### src/design/swsa_map.vh
`ifndef SWSA_MAP_VH
`define SWSA_MAP_VH

// ****************************************************************
// Clock and microsecond tick
// ****************************************************************
`define SWSA_CLK_MHZ       8'hc8
`define SWSA_US_LAST       (`SWSA_CLK_MHZ - 8'h01)

// ****************************************************************
// Line timing, in microseconds
// ****************************************************************
`define SWSA_RST_MIN_US    10'h1e0
`define SWSA_PRES_WAIT_US  8'h1e
`define SWSA_PRES_LOW_US   8'h78
`define SWSA_WR_SAMPLE_US  8'h1e
`define SWSA_RD_HOLD_US    8'h1e

// ****************************************************************
// Commands
// ****************************************************************
`define SWSA_CMD_SKIP      8'hcc
`define SWSA_CMD_RECALL    8'hb8
`define SWSA_CMD_READSP    8'hbe

// ****************************************************************
// Scratchpad layout
// ****************************************************************
`define SWSA_SP_DATA       4'h8
`define SWSA_PAGE_ICA      3'h1
`define SWSA_OFS_ICA       3'h4
`define SWSA_PAGE_ACC      3'h7
`define SWSA_OFS_CHG_LO    3'h4
`define SWSA_OFS_CHG_HI    3'h5
`define SWSA_OFS_DIS_LO    3'h6
`define SWSA_OFS_DIS_HI    3'h7
`define SWSA_CRC_POLY      8'h8c

`endif

### src/design/swsa_buf2.v
`timescale 1ns/1ps
module swsa_buf2 #(
  parameter W = 8
) (
  input  wire         clk,
  input  wire         sys_rst,
  input  wire         clr,
  input  wire         inValid,
  output wire         inReady,
  input  wire [W-1:0] inData,
  output wire         outValid,
  input  wire         outReady,
  output wire [W-1:0] outData
);
  reg [1:0]   cnt_r;
  reg [W-1:0] d0_r;
  reg [W-1:0] d1_r;
  wire        push;
  wire        pop;

  assign inReady  = (cnt_r != 2'h2);
  assign outValid = (cnt_r != 2'h0);
  assign outData  = d0_r;
  assign push     = inValid & inReady;
  assign pop      = outValid & outReady;

  always @(posedge clk) begin
    if (sys_rst || clr) begin
      cnt_r <= 2'h0;
    end else if (push && !pop) begin
      cnt_r <= cnt_r + 2'h1;
    end else if (pop && !push) begin
      cnt_r <= cnt_r - 2'h1;
    end
  end

  // Data words need no reset; valid comes from the count
  always @(posedge clk) begin
    if (push && !pop) begin
      if (cnt_r == 2'h0) begin
        d0_r <= inData;
      end else begin
        d1_r <= inData;
      end
    end else if (pop && !push) begin
      d0_r <= d1_r;
    end else if (pop && push) begin
      if (cnt_r == 2'h1) begin
        d0_r <= inData;
      end else begin
        d0_r <= d1_r;
        d1_r <= inData;
      end
    end
  end
endmodule

### src/design/swsa_slave.v
// How it works
// - Master starts every line signal; this end drives the presence pulse and zero read bits.
// - Nothing is accepted until a reset pulse has been answered by presence.
// - After reset rises, wait 15-60 us, then pull low 60-240 us.
// - Write bit sampled 15-60 us after slot fall; high is one.
// - Read bit appears on the line within 14 us of slot fall.
// - Page 01h recall and read returns integrated total at byte 04h.
// - Page 07h returns charge at 04h-05h, discharge at 06h-07h, CRC.
// - Read scratchpad returns nine bytes of the page, CRC last.
`timescale 1ns/1ps
`include "swsa_map.vh"
module swsa_slave (
  input  wire        clk,
  input  wire        sys_rst,
  input  wire        dqIn,
  output wire        dqOut,
  output wire        dqOeN,
  input  wire        memWrEn,
  input  wire [5:0]  memWrAddr,
  input  wire [7:0]  memWrData,
  input  wire [7:0]  integratedCurrentTotal,
  input  wire [15:0] chargeTotalCounter,
  input  wire [15:0] dischargeTotalCounter,
  output reg         recallPulse_r,
  output reg  [2:0]  recallPage_r
);
  // ****************************************************************
  // States
  // ****************************************************************
  localparam ST_IDLE  = 8'h01;
  localparam ST_PWAIT = 8'h02;
  localparam ST_PRES  = 8'h04;
  localparam ST_ROM   = 8'h08;
  localparam ST_FUNC  = 8'h10;
  localparam ST_PAGE  = 8'h20;
  localparam ST_TX    = 8'h40;
  localparam ST_DONE  = 8'h80;

  reg  [7:0]  state_r;
  reg         dqS1_r;
  reg         dqS2_r;
  reg         dqS3_r;
  reg  [7:0]  divCnt_r;
  reg  [9:0]  lowUs_r;
  reg  [7:0]  tmr_r;
  reg         rstSeen_r;
  reg         drv_r;
  reg         slot_r;
  reg  [7:0]  sh_r;
  reg  [2:0]  bitCnt_r;
  reg  [7:0]  cmd_r;
  reg  [2:0]  page_r;
  reg  [3:0]  byteCnt_r;
  reg  [3:0]  fetchIdx_r;
  reg         loaded_r;
  reg  [7:0]  crc_r;
  reg  [7:0]  icaSnap_r;
  reg  [15:0] chgSnap_r;
  reg  [15:0] disSnap_r;
  reg  [7:0]  mem [0:63];
  reg  [7:0]  pageByte;
  wire        fall;
  wire        rise;
  wire        usTick;
  wire        rxDone;
  wire [7:0]  rxByte;
  wire        bufInValid;
  wire        bufInReady;
  wire [7:0]  bufInData;
  wire        bufOutValid;
  wire        bufOutReady;
  wire [7:0]  bufOutData;
  wire        inTx;

  // Open drain: only ever pulls low
  assign dqOut = 1'b0;
  assign dqOeN = ~drv_r;

  // ****************************************************************
  // Line synchroniser and edges
  // ****************************************************************
  always @(posedge clk) begin
    if (sys_rst) begin
      dqS1_r <= 1'b1;
      dqS2_r <= 1'b1;
      dqS3_r <= 1'b1;
    end else begin
      dqS1_r <= dqIn;
      dqS2_r <= dqS1_r;
      dqS3_r <= dqS2_r;
    end
  end

  assign fall = dqS3_r & ~dqS2_r;
  assign rise = ~dqS3_r & dqS2_r;

  // ****************************************************************
  // Microsecond tick and low-time counter
  // ****************************************************************
  assign usTick = (divCnt_r == `SWSA_US_LAST);

  always @(posedge clk) begin
    if (sys_rst || usTick) begin
      divCnt_r <= 8'h00;
    end else begin
      divCnt_r <= divCnt_r + 8'h01;
    end
  end

  // Saturates so a stuck-low bus cannot wrap into a false idle
  always @(posedge clk) begin
    if (sys_rst || dqS2_r) begin
      lowUs_r <= 10'h000;
    end else if (usTick && lowUs_r != 10'h3ff) begin
      lowUs_r <= lowUs_r + 10'h001;
    end
  end

  // ****************************************************************
  // Scratchpad store and read mux
  // ****************************************************************
  always @(posedge clk) begin
    if (memWrEn) begin
      mem[memWrAddr] <= memWrData;
    end
  end

  always @* begin
    pageByte = mem[{page_r, fetchIdx_r[2:0]}];
    if (page_r == `SWSA_PAGE_ICA &&
        fetchIdx_r[2:0] == `SWSA_OFS_ICA) begin
      pageByte = icaSnap_r;
    end
    if (page_r == `SWSA_PAGE_ACC) begin
      case (fetchIdx_r[2:0])
        `SWSA_OFS_CHG_LO: pageByte = chgSnap_r[7:0];
        `SWSA_OFS_CHG_HI: pageByte = chgSnap_r[15:8];
        `SWSA_OFS_DIS_LO: pageByte = disSnap_r[7:0];
        `SWSA_OFS_DIS_HI: pageByte = disSnap_r[15:8];
        default: pageByte = mem[{page_r, fetchIdx_r[2:0]}];
      endcase
    end
  end

  // ****************************************************************
  // Transmit buffer
  // ****************************************************************
  // Feeder runs ahead of the line; the CRC waits for the last data bit
  assign inTx        = state_r[6];
  assign bufInValid  = inTx && ((fetchIdx_r < `SWSA_SP_DATA) ||
                       (fetchIdx_r == `SWSA_SP_DATA &&
                        byteCnt_r == `SWSA_SP_DATA));
  assign bufInData   = (fetchIdx_r == `SWSA_SP_DATA) ? crc_r : pageByte;
  assign bufOutReady = inTx && !loaded_r;

  swsa_buf2 #(.W(8)) u_buf (
    .clk      (clk),
    .sys_rst  (sys_rst),
    .clr      (~inTx),
    .inValid  (bufInValid),
    .inReady  (bufInReady),
    .inData   (bufInData),
    .outValid (bufOutValid),
    .outReady (bufOutReady),
    .outData  (bufOutData)
  );

  // ****************************************************************
  // Slot engine and command sequencer
  // ****************************************************************
  assign rxByte = {dqS2_r, sh_r[7:1]};
  assign rxDone = slot_r && tmr_r == `SWSA_WR_SAMPLE_US &&
                  bitCnt_r == 3'h7;

  always @(posedge clk) begin
    if (sys_rst) begin
      state_r       <= ST_IDLE;
      tmr_r         <= 8'h00;
      rstSeen_r     <= 1'b0;
      drv_r         <= 1'b0;
      slot_r        <= 1'b0;
      sh_r          <= 8'h00;
      bitCnt_r      <= 3'h0;
      cmd_r         <= 8'h00;
      page_r        <= 3'h0;
      byteCnt_r     <= 4'h0;
      fetchIdx_r    <= 4'h0;
      loaded_r      <= 1'b0;
      crc_r         <= 8'h00;
      icaSnap_r     <= 8'h00;
      chgSnap_r     <= 16'h0000;
      disSnap_r     <= 16'h0000;
      recallPulse_r <= 1'b0;
      recallPage_r  <= 3'h0;
    end else begin
      recallPulse_r <= 1'b0;
      if (usTick && tmr_r != 8'hff) begin
        tmr_r <= tmr_r + 8'h01;
      end
      if (bufInValid && bufInReady) begin
        fetchIdx_r <= fetchIdx_r + 4'h1;
      end
      if (!dqS2_r && usTick &&
          lowUs_r == `SWSA_RST_MIN_US - 10'h001) begin
        rstSeen_r <= 1'b1;
        state_r   <= ST_IDLE;
        drv_r     <= 1'b0;
        slot_r    <= 1'b0;
      end else begin
        case (state_r)
          ST_IDLE: begin
            if (rise && rstSeen_r) begin
              rstSeen_r <= 1'b0;
              tmr_r     <= 8'h00;
              state_r   <= ST_PWAIT;
            end
          end
          ST_PWAIT: begin
            if (tmr_r == `SWSA_PRES_WAIT_US) begin
              drv_r   <= 1'b1;
              tmr_r   <= 8'h00;
              state_r <= ST_PRES;
            end
          end
          ST_PRES: begin
            if (tmr_r == `SWSA_PRES_LOW_US) begin
              drv_r    <= 1'b0;
              slot_r   <= 1'b0;
              bitCnt_r <= 3'h0;
              state_r  <= ST_ROM;
            end
          end
          ST_ROM, ST_FUNC, ST_PAGE: begin
            if (fall && !slot_r) begin
              slot_r <= 1'b1;
              tmr_r  <= 8'h00;
            end else if (slot_r && tmr_r == `SWSA_WR_SAMPLE_US) begin
              slot_r   <= 1'b0;
              sh_r     <= rxByte;
              bitCnt_r <= bitCnt_r + 3'h1;
            end
            if (rxDone && state_r == ST_ROM) begin
              state_r <= (rxByte == `SWSA_CMD_SKIP) ? ST_FUNC : ST_DONE;
            end
            if (rxDone && state_r == ST_FUNC) begin
              cmd_r   <= rxByte;
              state_r <= (rxByte == `SWSA_CMD_RECALL ||
                          rxByte == `SWSA_CMD_READSP) ? ST_PAGE : ST_DONE;
            end
            if (rxDone && state_r == ST_PAGE) begin
              page_r <= rxByte[2:0];
              if (rxByte[7:3] != 5'h00) begin
                state_r <= ST_DONE;
              end else if (cmd_r == `SWSA_CMD_RECALL) begin
                recallPulse_r <= 1'b1;
                recallPage_r  <= rxByte[2:0];
                if (rxByte[2:0] == `SWSA_PAGE_ICA) begin
                  icaSnap_r <= integratedCurrentTotal;
                end
                if (rxByte[2:0] == `SWSA_PAGE_ACC) begin
                  chgSnap_r <= chargeTotalCounter;
                  disSnap_r <= dischargeTotalCounter;
                end
                state_r <= ST_DONE;
              end else begin
                byteCnt_r  <= 4'h0;
                fetchIdx_r <= 4'h0;
                loaded_r   <= 1'b0;
                crc_r      <= 8'h00;
                state_r    <= ST_TX;
              end
            end
          end
          ST_TX: begin
            if (bufOutValid && !loaded_r) begin
              sh_r     <= bufOutData;
              loaded_r <= 1'b1;
              bitCnt_r <= 3'h0;
            end
            // A slot with no byte loaded simply reads as one
            if (fall && !slot_r && loaded_r) begin
              slot_r <= 1'b1;
              tmr_r  <= 8'h00;
              drv_r  <= ~sh_r[0];
              crc_r  <= {1'b0, crc_r[7:1]} ^
                        ((crc_r[0] ^ sh_r[0]) ? `SWSA_CRC_POLY : 8'h00);
            end else if (slot_r && tmr_r == `SWSA_RD_HOLD_US) begin
              drv_r    <= 1'b0;
              slot_r   <= 1'b0;
              sh_r     <= {1'b0, sh_r[7:1]};
              bitCnt_r <= bitCnt_r + 3'h1;
              if (bitCnt_r == 3'h7) begin
                loaded_r  <= 1'b0;
                byteCnt_r <= byteCnt_r + 4'h1;
                if (byteCnt_r == `SWSA_SP_DATA) begin
                  state_r <= ST_DONE;
                end
              end
            end
          end
          ST_DONE: begin
            drv_r <= 1'b0;
          end
          default: begin
            state_r <= ST_IDLE;
            drv_r   <= 1'b0;
          end
        endcase
      end
    end
  end
endmodule

### config.mk
export PLATFORM = sky130hd
export DESIGN_NAME = swsa_slave
export DESIGN_NICKNAME = d
export VERILOG_FILES = /design/src/design/swsa_buf2.v /design/src/design/swsa_slave.v
export VERILOG_INCLUDE_DIRS = /design/src /design/src/design
export SDC_FILE = /design/constraint.sdc
export NUM_CORES = 1
export LEC_CHECK = 0
export BUFFER_PORTS_ARGS = -buffer_cell sky130_fd_sc_hd__buf_2
export CORE_MARGIN = 2
export CORE_UTILIZATION = 60
export DETAILED_ROUTE_END_ITERATION = 10
export PLACE_DENSITY_LB_ADDON = 0.12
export SLEW_MARGIN = 20
export SYNTH_ARGS = -nofsm -noshare
export SYNTH_HDL_FRONTEND = slang
export SYNTH_SLANG_ARGS = --single-unit
### constraint.sdc
create_clock -name clk -period 5.1 [get_ports clk]
set_input_delay 0.255 -clock clk [delete_from_list [all_inputs] [get_ports clk]]
set_output_delay 0.255 -clock clk [all_outputs]
set_load 0.02 [all_outputs]
==> results.sh, run 1 <==
export IMPL_vias=16000
export IMPL_end_kind="flip-flop"
export IMPL_cts_sinks=653
export IMPL_routed_via_density=6.27
export IMPL_dieArea_sq_um=46500
export IMPL_syn_area_sq_um=26900
export IMPL_cpMaxStageDelayCell="dfxtp_4"
export IMPL_yosysSeqAreaShare_pct=68.3
export IMPL_rsz0062_at_grt="no"
export IMPL_finalCritPeriodShare_pct=77.6
export IMPL_grt_pass1_wl_um=97200
export IMPL_path_max_fanout=22
export IMPL_die_x_um=216
export IMPL_first_pass_iters=6
export IMPL_finalNetCount=1980
export IMPL_hpwl_um=40600
export IMPL_rr_worst_depth=8
export IMPL_fin_util_pct=68.4
export IMPL_synth_simple_area_share_pct=9.18
export IMPL_synth_edf_count=528
export IMPL_hold_violations=0
export IMPL_fp_coreArea_sq_um=44200
export IMPL_grt_start_max_net_pins=87
export IMPL_relSlewSlack_pct=27.4
export IMPL_cp_start_kind="flip-flop"
export IMPL_finalSetupViolations=0
export IMPL_synth_top_cell_by_area="edfxtp_1"
export IMPL_path_class="reg -> reg"
export IMPL_grt_antenna_before_repair=4
export IMPL_final_min_clock_period_ns=3.96
export IMPL_grt_pass1_vias=15700
export IMPL_synth_area_leaders="edfxtp_1, dfxtp_1, mux4_2"
export IMPL_initial_utilization_pct=60.8
export IMPL_synthXorXnorAreaFrac_pct=0.978
export IMPL_synth_compound_area_share_pct=5.57
export IMPL_synthesis_nets=1873
export IMPL_crit_arrival_ns=4.30
export IMPL_p_leak_nw=9.52
export IMPL_layout_drive_gt1_share_pct=15.7
export IMPL_max_freq_mhz=253
export IMPL_min_to="mem[57][3]$_DFFE_PP_"
export IMPL_numPortBuffers=62
export IMPL_maxSlewViolCount=0
export IMPL_worst_slew_pin_slew_ns=1.08
export IMPL_gp_congestion=0.911
export IMPL_power_density_nw_per_um2=358
export IMPL_cts_root_buf="clkbuf_16"
export IMPL_rr_startpoint="fetchIdx_r[0]$_SDFF_PP0_"
export IMPL_crit_chain="buf_4 -> mux4_2 -> and3_1 -> a221oi_1 -> nand4_1 -> nor3_1 -> a21oi_1 -> mux2_2"
export IMPL_clk_latency_ns=0.61
export IMPL_routedWlPerCell_um=25.2
export IMPL_ir_worst_vdd_v=0.000435
export IMPL_yosysWarnings=0
export IMPL_ys_flop_type="edfxtp_1"
export IMPL_holdPathStages=1
export IMPL_drc=0
export IMPL_dp_cells=2385
export IMPL_synthAdderAreaFrac_pct=0.885
export IMPL_maxCapViolations=0
export IMPL_ys_types=76
export IMPL_yosys_mux_area_fraction_pct=12.9
export IMPL_h_tree_depth=3
export IMPL_synth_cells=1796
export IMPL_drt_initial_drc_count=1747
export IMPL_synth_top_cell_area_share_pct=59.0
export IMPL_area_growth_pct=12.5
export IMPL_core_rowCount=77
export IMPL_drt_wl_total_um=64200
export IMPL_rrSetupSlack_ns=1.14
export IMPL_ant_nets=0
export IMPL_post_cts_buffers=0
export IMPL_hold_class="in -> reg"
export IMPL_synth_async_reset_ratio_pct=0
export IMPL_rr_endpoint="u_buf.outData[0]$_DFFE_PP_"
export IMPL_yosys_register_bits=653
export IMPL_cts_buffers=67
export IMPL_final_cells=2550
export IMPL_cts_tree="yes"
export IMPL_synth_top_family_by_area="multiplexers"
export IMPL_cpPeakStageDelay_ns=0.61
export IMPL_grt_total_usage_pct=28.0
export IMPL_hold_start="memWrData[3]"
export IMPL_crit_required_ns=5.44
export IMPL_tns_ns=0
export IMPL_syn_mean_instance_area_sq_um=15.0
export IMPL_clk_pin_slew_ns=0.06
export IMPL_clockBufferDepth=3
export IMPL_status="finished clean"
export IMPL_chipHeight_um=216
export IMPL_pin_count=64
export IMPL_clock_skew_ns=0.0168
export IMPL_gr_total_overflow=0
[worst max path at each step]
stage,from,to,depth (start not counted)
2_1_floorplan,fetchIdx_r[0]$_SDFF_PP0_,u_buf.outData[0]$_DFFE_PP_,15
3_3_place_gp,fetchIdx_r[0]$_SDFF_PP0_,u_buf.outData[0]$_DFFE_PP_,8
3_5_place_dp,fetchIdx_r[0]$_SDFF_PP0_,u_buf.outData[0]$_DFFE_PP_,8
4_1_cts,fetchIdx_r[0]$_SDFF_PP0_,u_buf.outData[0]$_DFFE_PP_,8
5_1_grt,fetchIdx_r[0]$_SDFF_PP0_,u_buf.outData[1]$_DFFE_PP_,10
6_report,fetchIdx_r[0]$_SDFF_PP0_,u_buf.outData[0]$_DFFE_PP_,8
[worst max-delay path: cells and delay by family, from the launching register on]
kind / cells / cell delay [ns]
AO/OA/AOI/OAI: 2 / 0.78
buffers and inverters: 1 / 0.47
AND/OR/NAND/NOR: 3 / 0.98
multiplexers: 2 / 0.83
flip-flops: 1 / 0.61
[where the power goes]
| group | switching (mW) | total (mW) | internal (mW) |
|---|---|---|---|
| Clock | 2.00 | 4.71 | 2.70 |
| Sequential | 0.0177 | 5.81 | 5.79 |
| Combinational | 0.209 | 0.304 | 0.0954 |
| Total | 2.23 | 10.8 | 8.59 |
[through the flow]
stage | instance area [sq um] | hold slack [ns] | power (mW) | setup slack, ns
finish | 30200 | 0.213 | 10.8 | 1.14
CTS | 30200 | 0.269 | 10.9 | 1.19
global placement | 27700 | 0.396 | 6.19 | 1.29
floorplan | 26900 | 0.354 | 6.05 | 1.45
detailed placement | 27700 | 0.404 | 6.20 | 1.20
global route | 30200 | 0.245 | 11.1 | 1.00
[sequential cells by signal (all words and copies together) (netlist names), 4 cells and up]
name           count
mem              512
chgSnap_r         16
disSnap_r         16
lowUs_r           10
cmd_r              8
crc_r              8
divCnt_r           8
icaSnap_r          8
sh_r               8
state_r            8
tmr_r              8
u_buf.d1_r         8
u_buf.outData      8
byteCnt_r          4
fetchIdx_r         4
[layout make-up]
class                      count  area [sq um]
multi-input combinational   1022          7930
inverter                      28           105
sequential                   653         18400
antenna                        3          7.51
clock buffer                  81          1780
timing repair buffer         131           983
fill                        2960         14000
tap                          592           741
clock inverter                40           322
[cells by family after synthesis]
logic type               after synthesis
AND/OR/NAND/NOR                      513
flip-flops                           653
buffers and inverters                121
multiplexers                         241
other                                  1
adder cells (fa/ha/maj)               19
XOR/XNOR                              30
AO/OA/AOI/OAI                        218
[layer usage]
layer	routed length (um)	up-vias	part of all wire (%)	GRT usage [%]
li1	-	7131	-	-
met1	26400	8034	41	39.1
met2	30800	681	48	44.5
met3	4550	139	7.1	4.86
met4	2420	0	3.8	11.0
met5	0	-	0	0
[cell usage in the layout, fill, tap and decap left out, drive strengths merged, types with 4 or more instances in the layout]
master / count
xnor2: 16
and2: 8
nand2b: 10
nand4: 16
o2111ai: 15
xor2: 14
nand2: 103
dlygate4sd3: 41
nor3: 20
nor2: 214
a21oi: 48
mux4: 83
a31oi: 10
edfxtp: 528
a222oi: 8
mux2: 10
and3b: 4
and3: 14
ha: 19
a221oi: 13
dfxtp: 125
a22oi: 50
nor4: 6
nor3b: 5
bufinv: 4
mux2i: 148
clkinv: 31
nand3: 53
or3: 16
nand3b: 6
nor2b: 7
buf: 90
inv: 31
o21ai: 40
o211ai: 9
or2: 14
clkbuf: 81
[synth_stat cells, types with 3 or more instances]
| library cell | n |
|---|---|
| nor3_1 | 19 |
| a222oi_1 | 8 |
| and3b_1 | 4 |
| buf_2 | 23 |
| nor2_1 | 212 |
| ha_1 | 19 |
| mux4_2 | 83 |
| a21oi_1 | 48 |
| dfxtp_1 | 125 |
| nor2b_1 | 7 |
| o2111ai_1 | 15 |
| inv_1 | 28 |
| o21ai_0 | 39 |
| edfxtp_1 | 528 |
| a22oi_1 | 50 |
| and3_1 | 14 |
| clkbuf_1 | 42 |
| a41oi_1 | 3 |
| nand4_1 | 16 |
| buf_6 | 3 |
| nor4_1 | 4 |
| or3_1 | 16 |
| o211ai_1 | 8 |
| mux2i_1 | 148 |
| mux2_2 | 10 |
| nand2_1 | 103 |
| clkbuf_8 | 3 |
| nand3_1 | 52 |
| a211oi_1 | 3 |
| xnor2_1 | 16 |
| o21a_1 | 3 |
| nand3b_1 | 6 |
| buf_4 | 13 |
| nand2b_1 | 10 |
| nor3b_1 | 3 |
| and2_1 | 8 |
| a221oi_1 | 13 |
| nand4b_1 | 3 |
| or2_2 | 12 |
| buf_1 | 9 |
| a31oi_1 | 10 |
| xor2_1 | 14 |
[timing repair]
item | 4_1_cts | 5_1_grt
gates resized for setup | 0 | 0
endpoints found under the hold margin | 41 | 0
hold buffers | 41 | 0
No activity file was read; power rests on OpenSTA's default activity.
==> run 2: changes to the inputs <==
- CORE_UTILIZATION: 60 -> 56
- clock period: 5.1 -> 3.2 ns (I/O delays scaled with it)
==> run 2 against run 1 <==
  * Clock skew is 0.0030 ns higher
  * Utilization shrank 3.8 points
  * Final area rose by 1.6%
  * Highest routed layer unchanged
  * Sequential share of layout area fell by 0.93 points
  * Clock power is 56% higher
  * Worst setup slack worse by 1.1 ns
  * Final cell count rose by 2.9%
  * Flip-flop and latch count unchanged
==> results.sh, run 2 (synthesized netlist as in run 1, its figures left out) <==
export IMPL_grt_pass1_wl_um=99900
export IMPL_min_to="recallPage_r[1]$_SDFFE_PP0P_"
export IMPL_max_freq_mhz=321
export IMPL_end_kind="flip-flop"
export IMPL_clockPowerShare_pct=43.0
export IMPL_pin_count=64
export IMPL_largest_register_ff_count=512
export IMPL_routed_via_density=6.19
export IMPL_crit_arrival_ns=3.46
export IMPL_p_comb_share_pct=2.9
export IMPL_route_met3_wl_um=4840
export IMPL_final_common_cell="edfxtp_1"
export IMPL_final_min_clock_period_ns=3.11
export IMPL_internal_power_mw=13.6
export IMPL_h_tree_depth=3
export IMPL_drt_wl_total_um=66200
export IMPL_crit_required_ns=3.54
export IMPL_clk_latency_ns=0.60
export IMPL_cpPeakStageDelay_ns=0.57
export IMPL_tns_ns=0
export IMPL_cts_buffers=67
export IMPL_p_leak_nw=9.79
export IMPL_maxCapViolations=0
export IMPL_hold_start="sys_rst"
export IMPL_vias=16300
export IMPL_rr_startpoint="fetchIdx_r[2]$_SDFF_PP0_"
export IMPL_dp_cells=2461
export IMPL_p_seq_share_pct=54.1
export IMPL_cpMaxStageDelayCell="dfxtp_4"
export IMPL_cp_start_kind="flip-flop"
export IMPL_whs_ns=0.0349
export IMPL_mostFrequentLayoutCells="edfxtp_1, nor2_1, mux2i_1"
export IMPL_dieArea_sq_um=49800
export IMPL_cts_root_buf="clkbuf_16"
export IMPL_p_total_mw=17.1
export IMPL_ir_worst_vdd_v=0.000557
export IMPL_rrSetupSlack_ns=0.09
export IMPL_crit_start="fetchIdx_r[2]$_SDFF_PP0_"
export IMPL_finalCritPeriodShare_pct=97.3
export IMPL_clockBufferDepth=3
export IMPL_initial_utilization_pct=56.5
export IMPL_hold_violations=0
export IMPL_status="finished clean"
export IMPL_worst_slew_pin_slew_ns=1.14
export IMPL_grt_total_usage_pct=27.1
export IMPL_grt_pass1_vias=16200
export IMPL_first_pass_iters=9
export IMPL_numPortBuffers=62
export IMPL_cts_sinks=653
export IMPL_rr_worst_depth=8
export IMPL_die_x_um=223
export IMPL_hpwl_um=43900
export IMPL_top_regs="mem (512), chgSnap_r (16), disSnap_r (16)"
export IMPL_switching_power_mw=3.54
export IMPL_maxSlewViolCount=0
export IMPL_rr_endpoint="u_buf.outData[7]$_DFFE_PP_"
export IMPL_top_register="mem"
export IMPL_chipHeight_um=223
export IMPL_switching_share_pct=20.7
export IMPL_grt_start_max_net_pins=65
export IMPL_hold_class="in -> reg"
export IMPL_finalSetupViolations=0
export IMPL_grt_antenna_before_repair=2
export IMPL_gr_total_overflow=0
export IMPL_area_growth_pct=14.3
export IMPL_power_density_nw_per_um2=557
export IMPL_core_rowCount=80
export IMPL_path_class="reg -> reg"
export IMPL_top_layer_used="met4"
export IMPL_ant_nets=0
export IMPL_wl_met1_um=27200
export IMPL_path_max_fanout=19
export IMPL_clk_pin_slew_ns=0.07
export IMPL_gp_congestion=0.929
export IMPL_crit_chain="inv_1 -> buf_4 -> and3_1 -> a221oi_1 -> nand4_1 -> nor3_1 -> a21oi_1 -> mux2_2"
export IMPL_final_cells=2625
export IMPL_cts_tree="yes"
export IMPL_drc=0
export IMPL_finalNetCount=2033
export IMPL_post_cts_buffers=0
export IMPL_clock_skew_ns=0.0199
export IMPL_fin_util_pct=64.6
export IMPL_drt_initial_drc_count=2056
export IMPL_wl_met2_um=32100
export IMPL_rsz0062_at_grt="no"
export IMPL_fp_coreArea_sq_um=47500
export IMPL_layout_drive_gt1_share_pct=18.0
export IMPL_holdPathStages=2
export IMPL_routedWlPerCell_um=25.2
export IMPL_relSlewSlack_pct=23.9
## run 2: cell types whose count changed in the layout (fill, tap and decap cells not counted), sizes merged
| cell | before | now |
|---|---|---|
| buf | 90 | 143 |
| bufinv | 4 | 2 |
| clkbuf | 81 | 85 |
| clkinv | 31 | 28 |
| clkinvlp | 2 | 1 |
| diode | 3 | 2 |
| inv | 31 | 33 |
## run 2: power by group through the flow
stage / sequential (mW) / clock, mW / combinational (mW)
floorplan: 9.43 / 0 / 0.211
finish: 9.26 / 7.35 / 0.499
detailed placement: 9.44 / 0 / 0.459
global route: 9.26 / 7.78 / 0.544
global placement: 9.43 / 0 / 0.448
CTS: 9.25 / 7.45 / 0.498
## run 2: worst max-delay path by stage
stage	to	slack, ns	cells after the start
2_1_floorplan	u_buf.d1_r[0]$_DFFE_PP_	0.05	15
3_3_place_gp	u_buf.d1_r[3]$_DFFE_PP_	0.20	7
3_5_place_dp	u_buf.d1_r[3]$_DFFE_PP_	0.20	7
4_1_cts	u_buf.outData[7]$_DFFE_PP_	0.18	8
5_1_grt	u_buf.outData[0]$_DFFE_PP_	0.009	8
6_report	u_buf.outData[7]$_DFFE_PP_	0.09	8
## run 2: critical path: cells and delay by family (launching register included)
| kind | cells | cell delay (ns) |
|---|---|---|
| AOI/OAI and AO/OA | 2 | 0.71 |
| buffers and inverters | 2 | 0.34 |
| DFF | 1 | 0.57 |
| muxes | 1 | 0.28 |
| and+or+nand+nor | 3 | 0.94 |
## run 2: cell type report
class	instances	area (sq um)
fillers	3441	16800
well taps	615	769
flip-flops and latches	653	18400
diodes	2	5.00
multi-input cells	1022	7950
inverters	28	105
clock buffers	85	1810
clock inverters	36	248
repair buffers	184	1460
## run 2: repair_timing
item / 4_1_cts / 5_1_grt
hold buffers: 41 / 0
setup endpoints to repair: 0 / 1
endpoints found under the hold margin: 41 / 0
gates resized for setup: 0 / 1
## run 2: stage by stage
step                      area [sq um]  setup WS [ns]
after detailed placement         28200          0.199
final                            30700         0.0874
after global placement           28200          0.204
after CTS                        30700          0.177
after global routing             30700        0.00918
after floorplan                  26900         0.0475
## run 2: metal layers
layer / up-vias / GRT usage [%]
met2: 658 / 44.3
li1: 7225 / -
met4: 0 / 8.77
met3: 137 / 5.18
met1: 8234 / 37.3
met5: - / 0
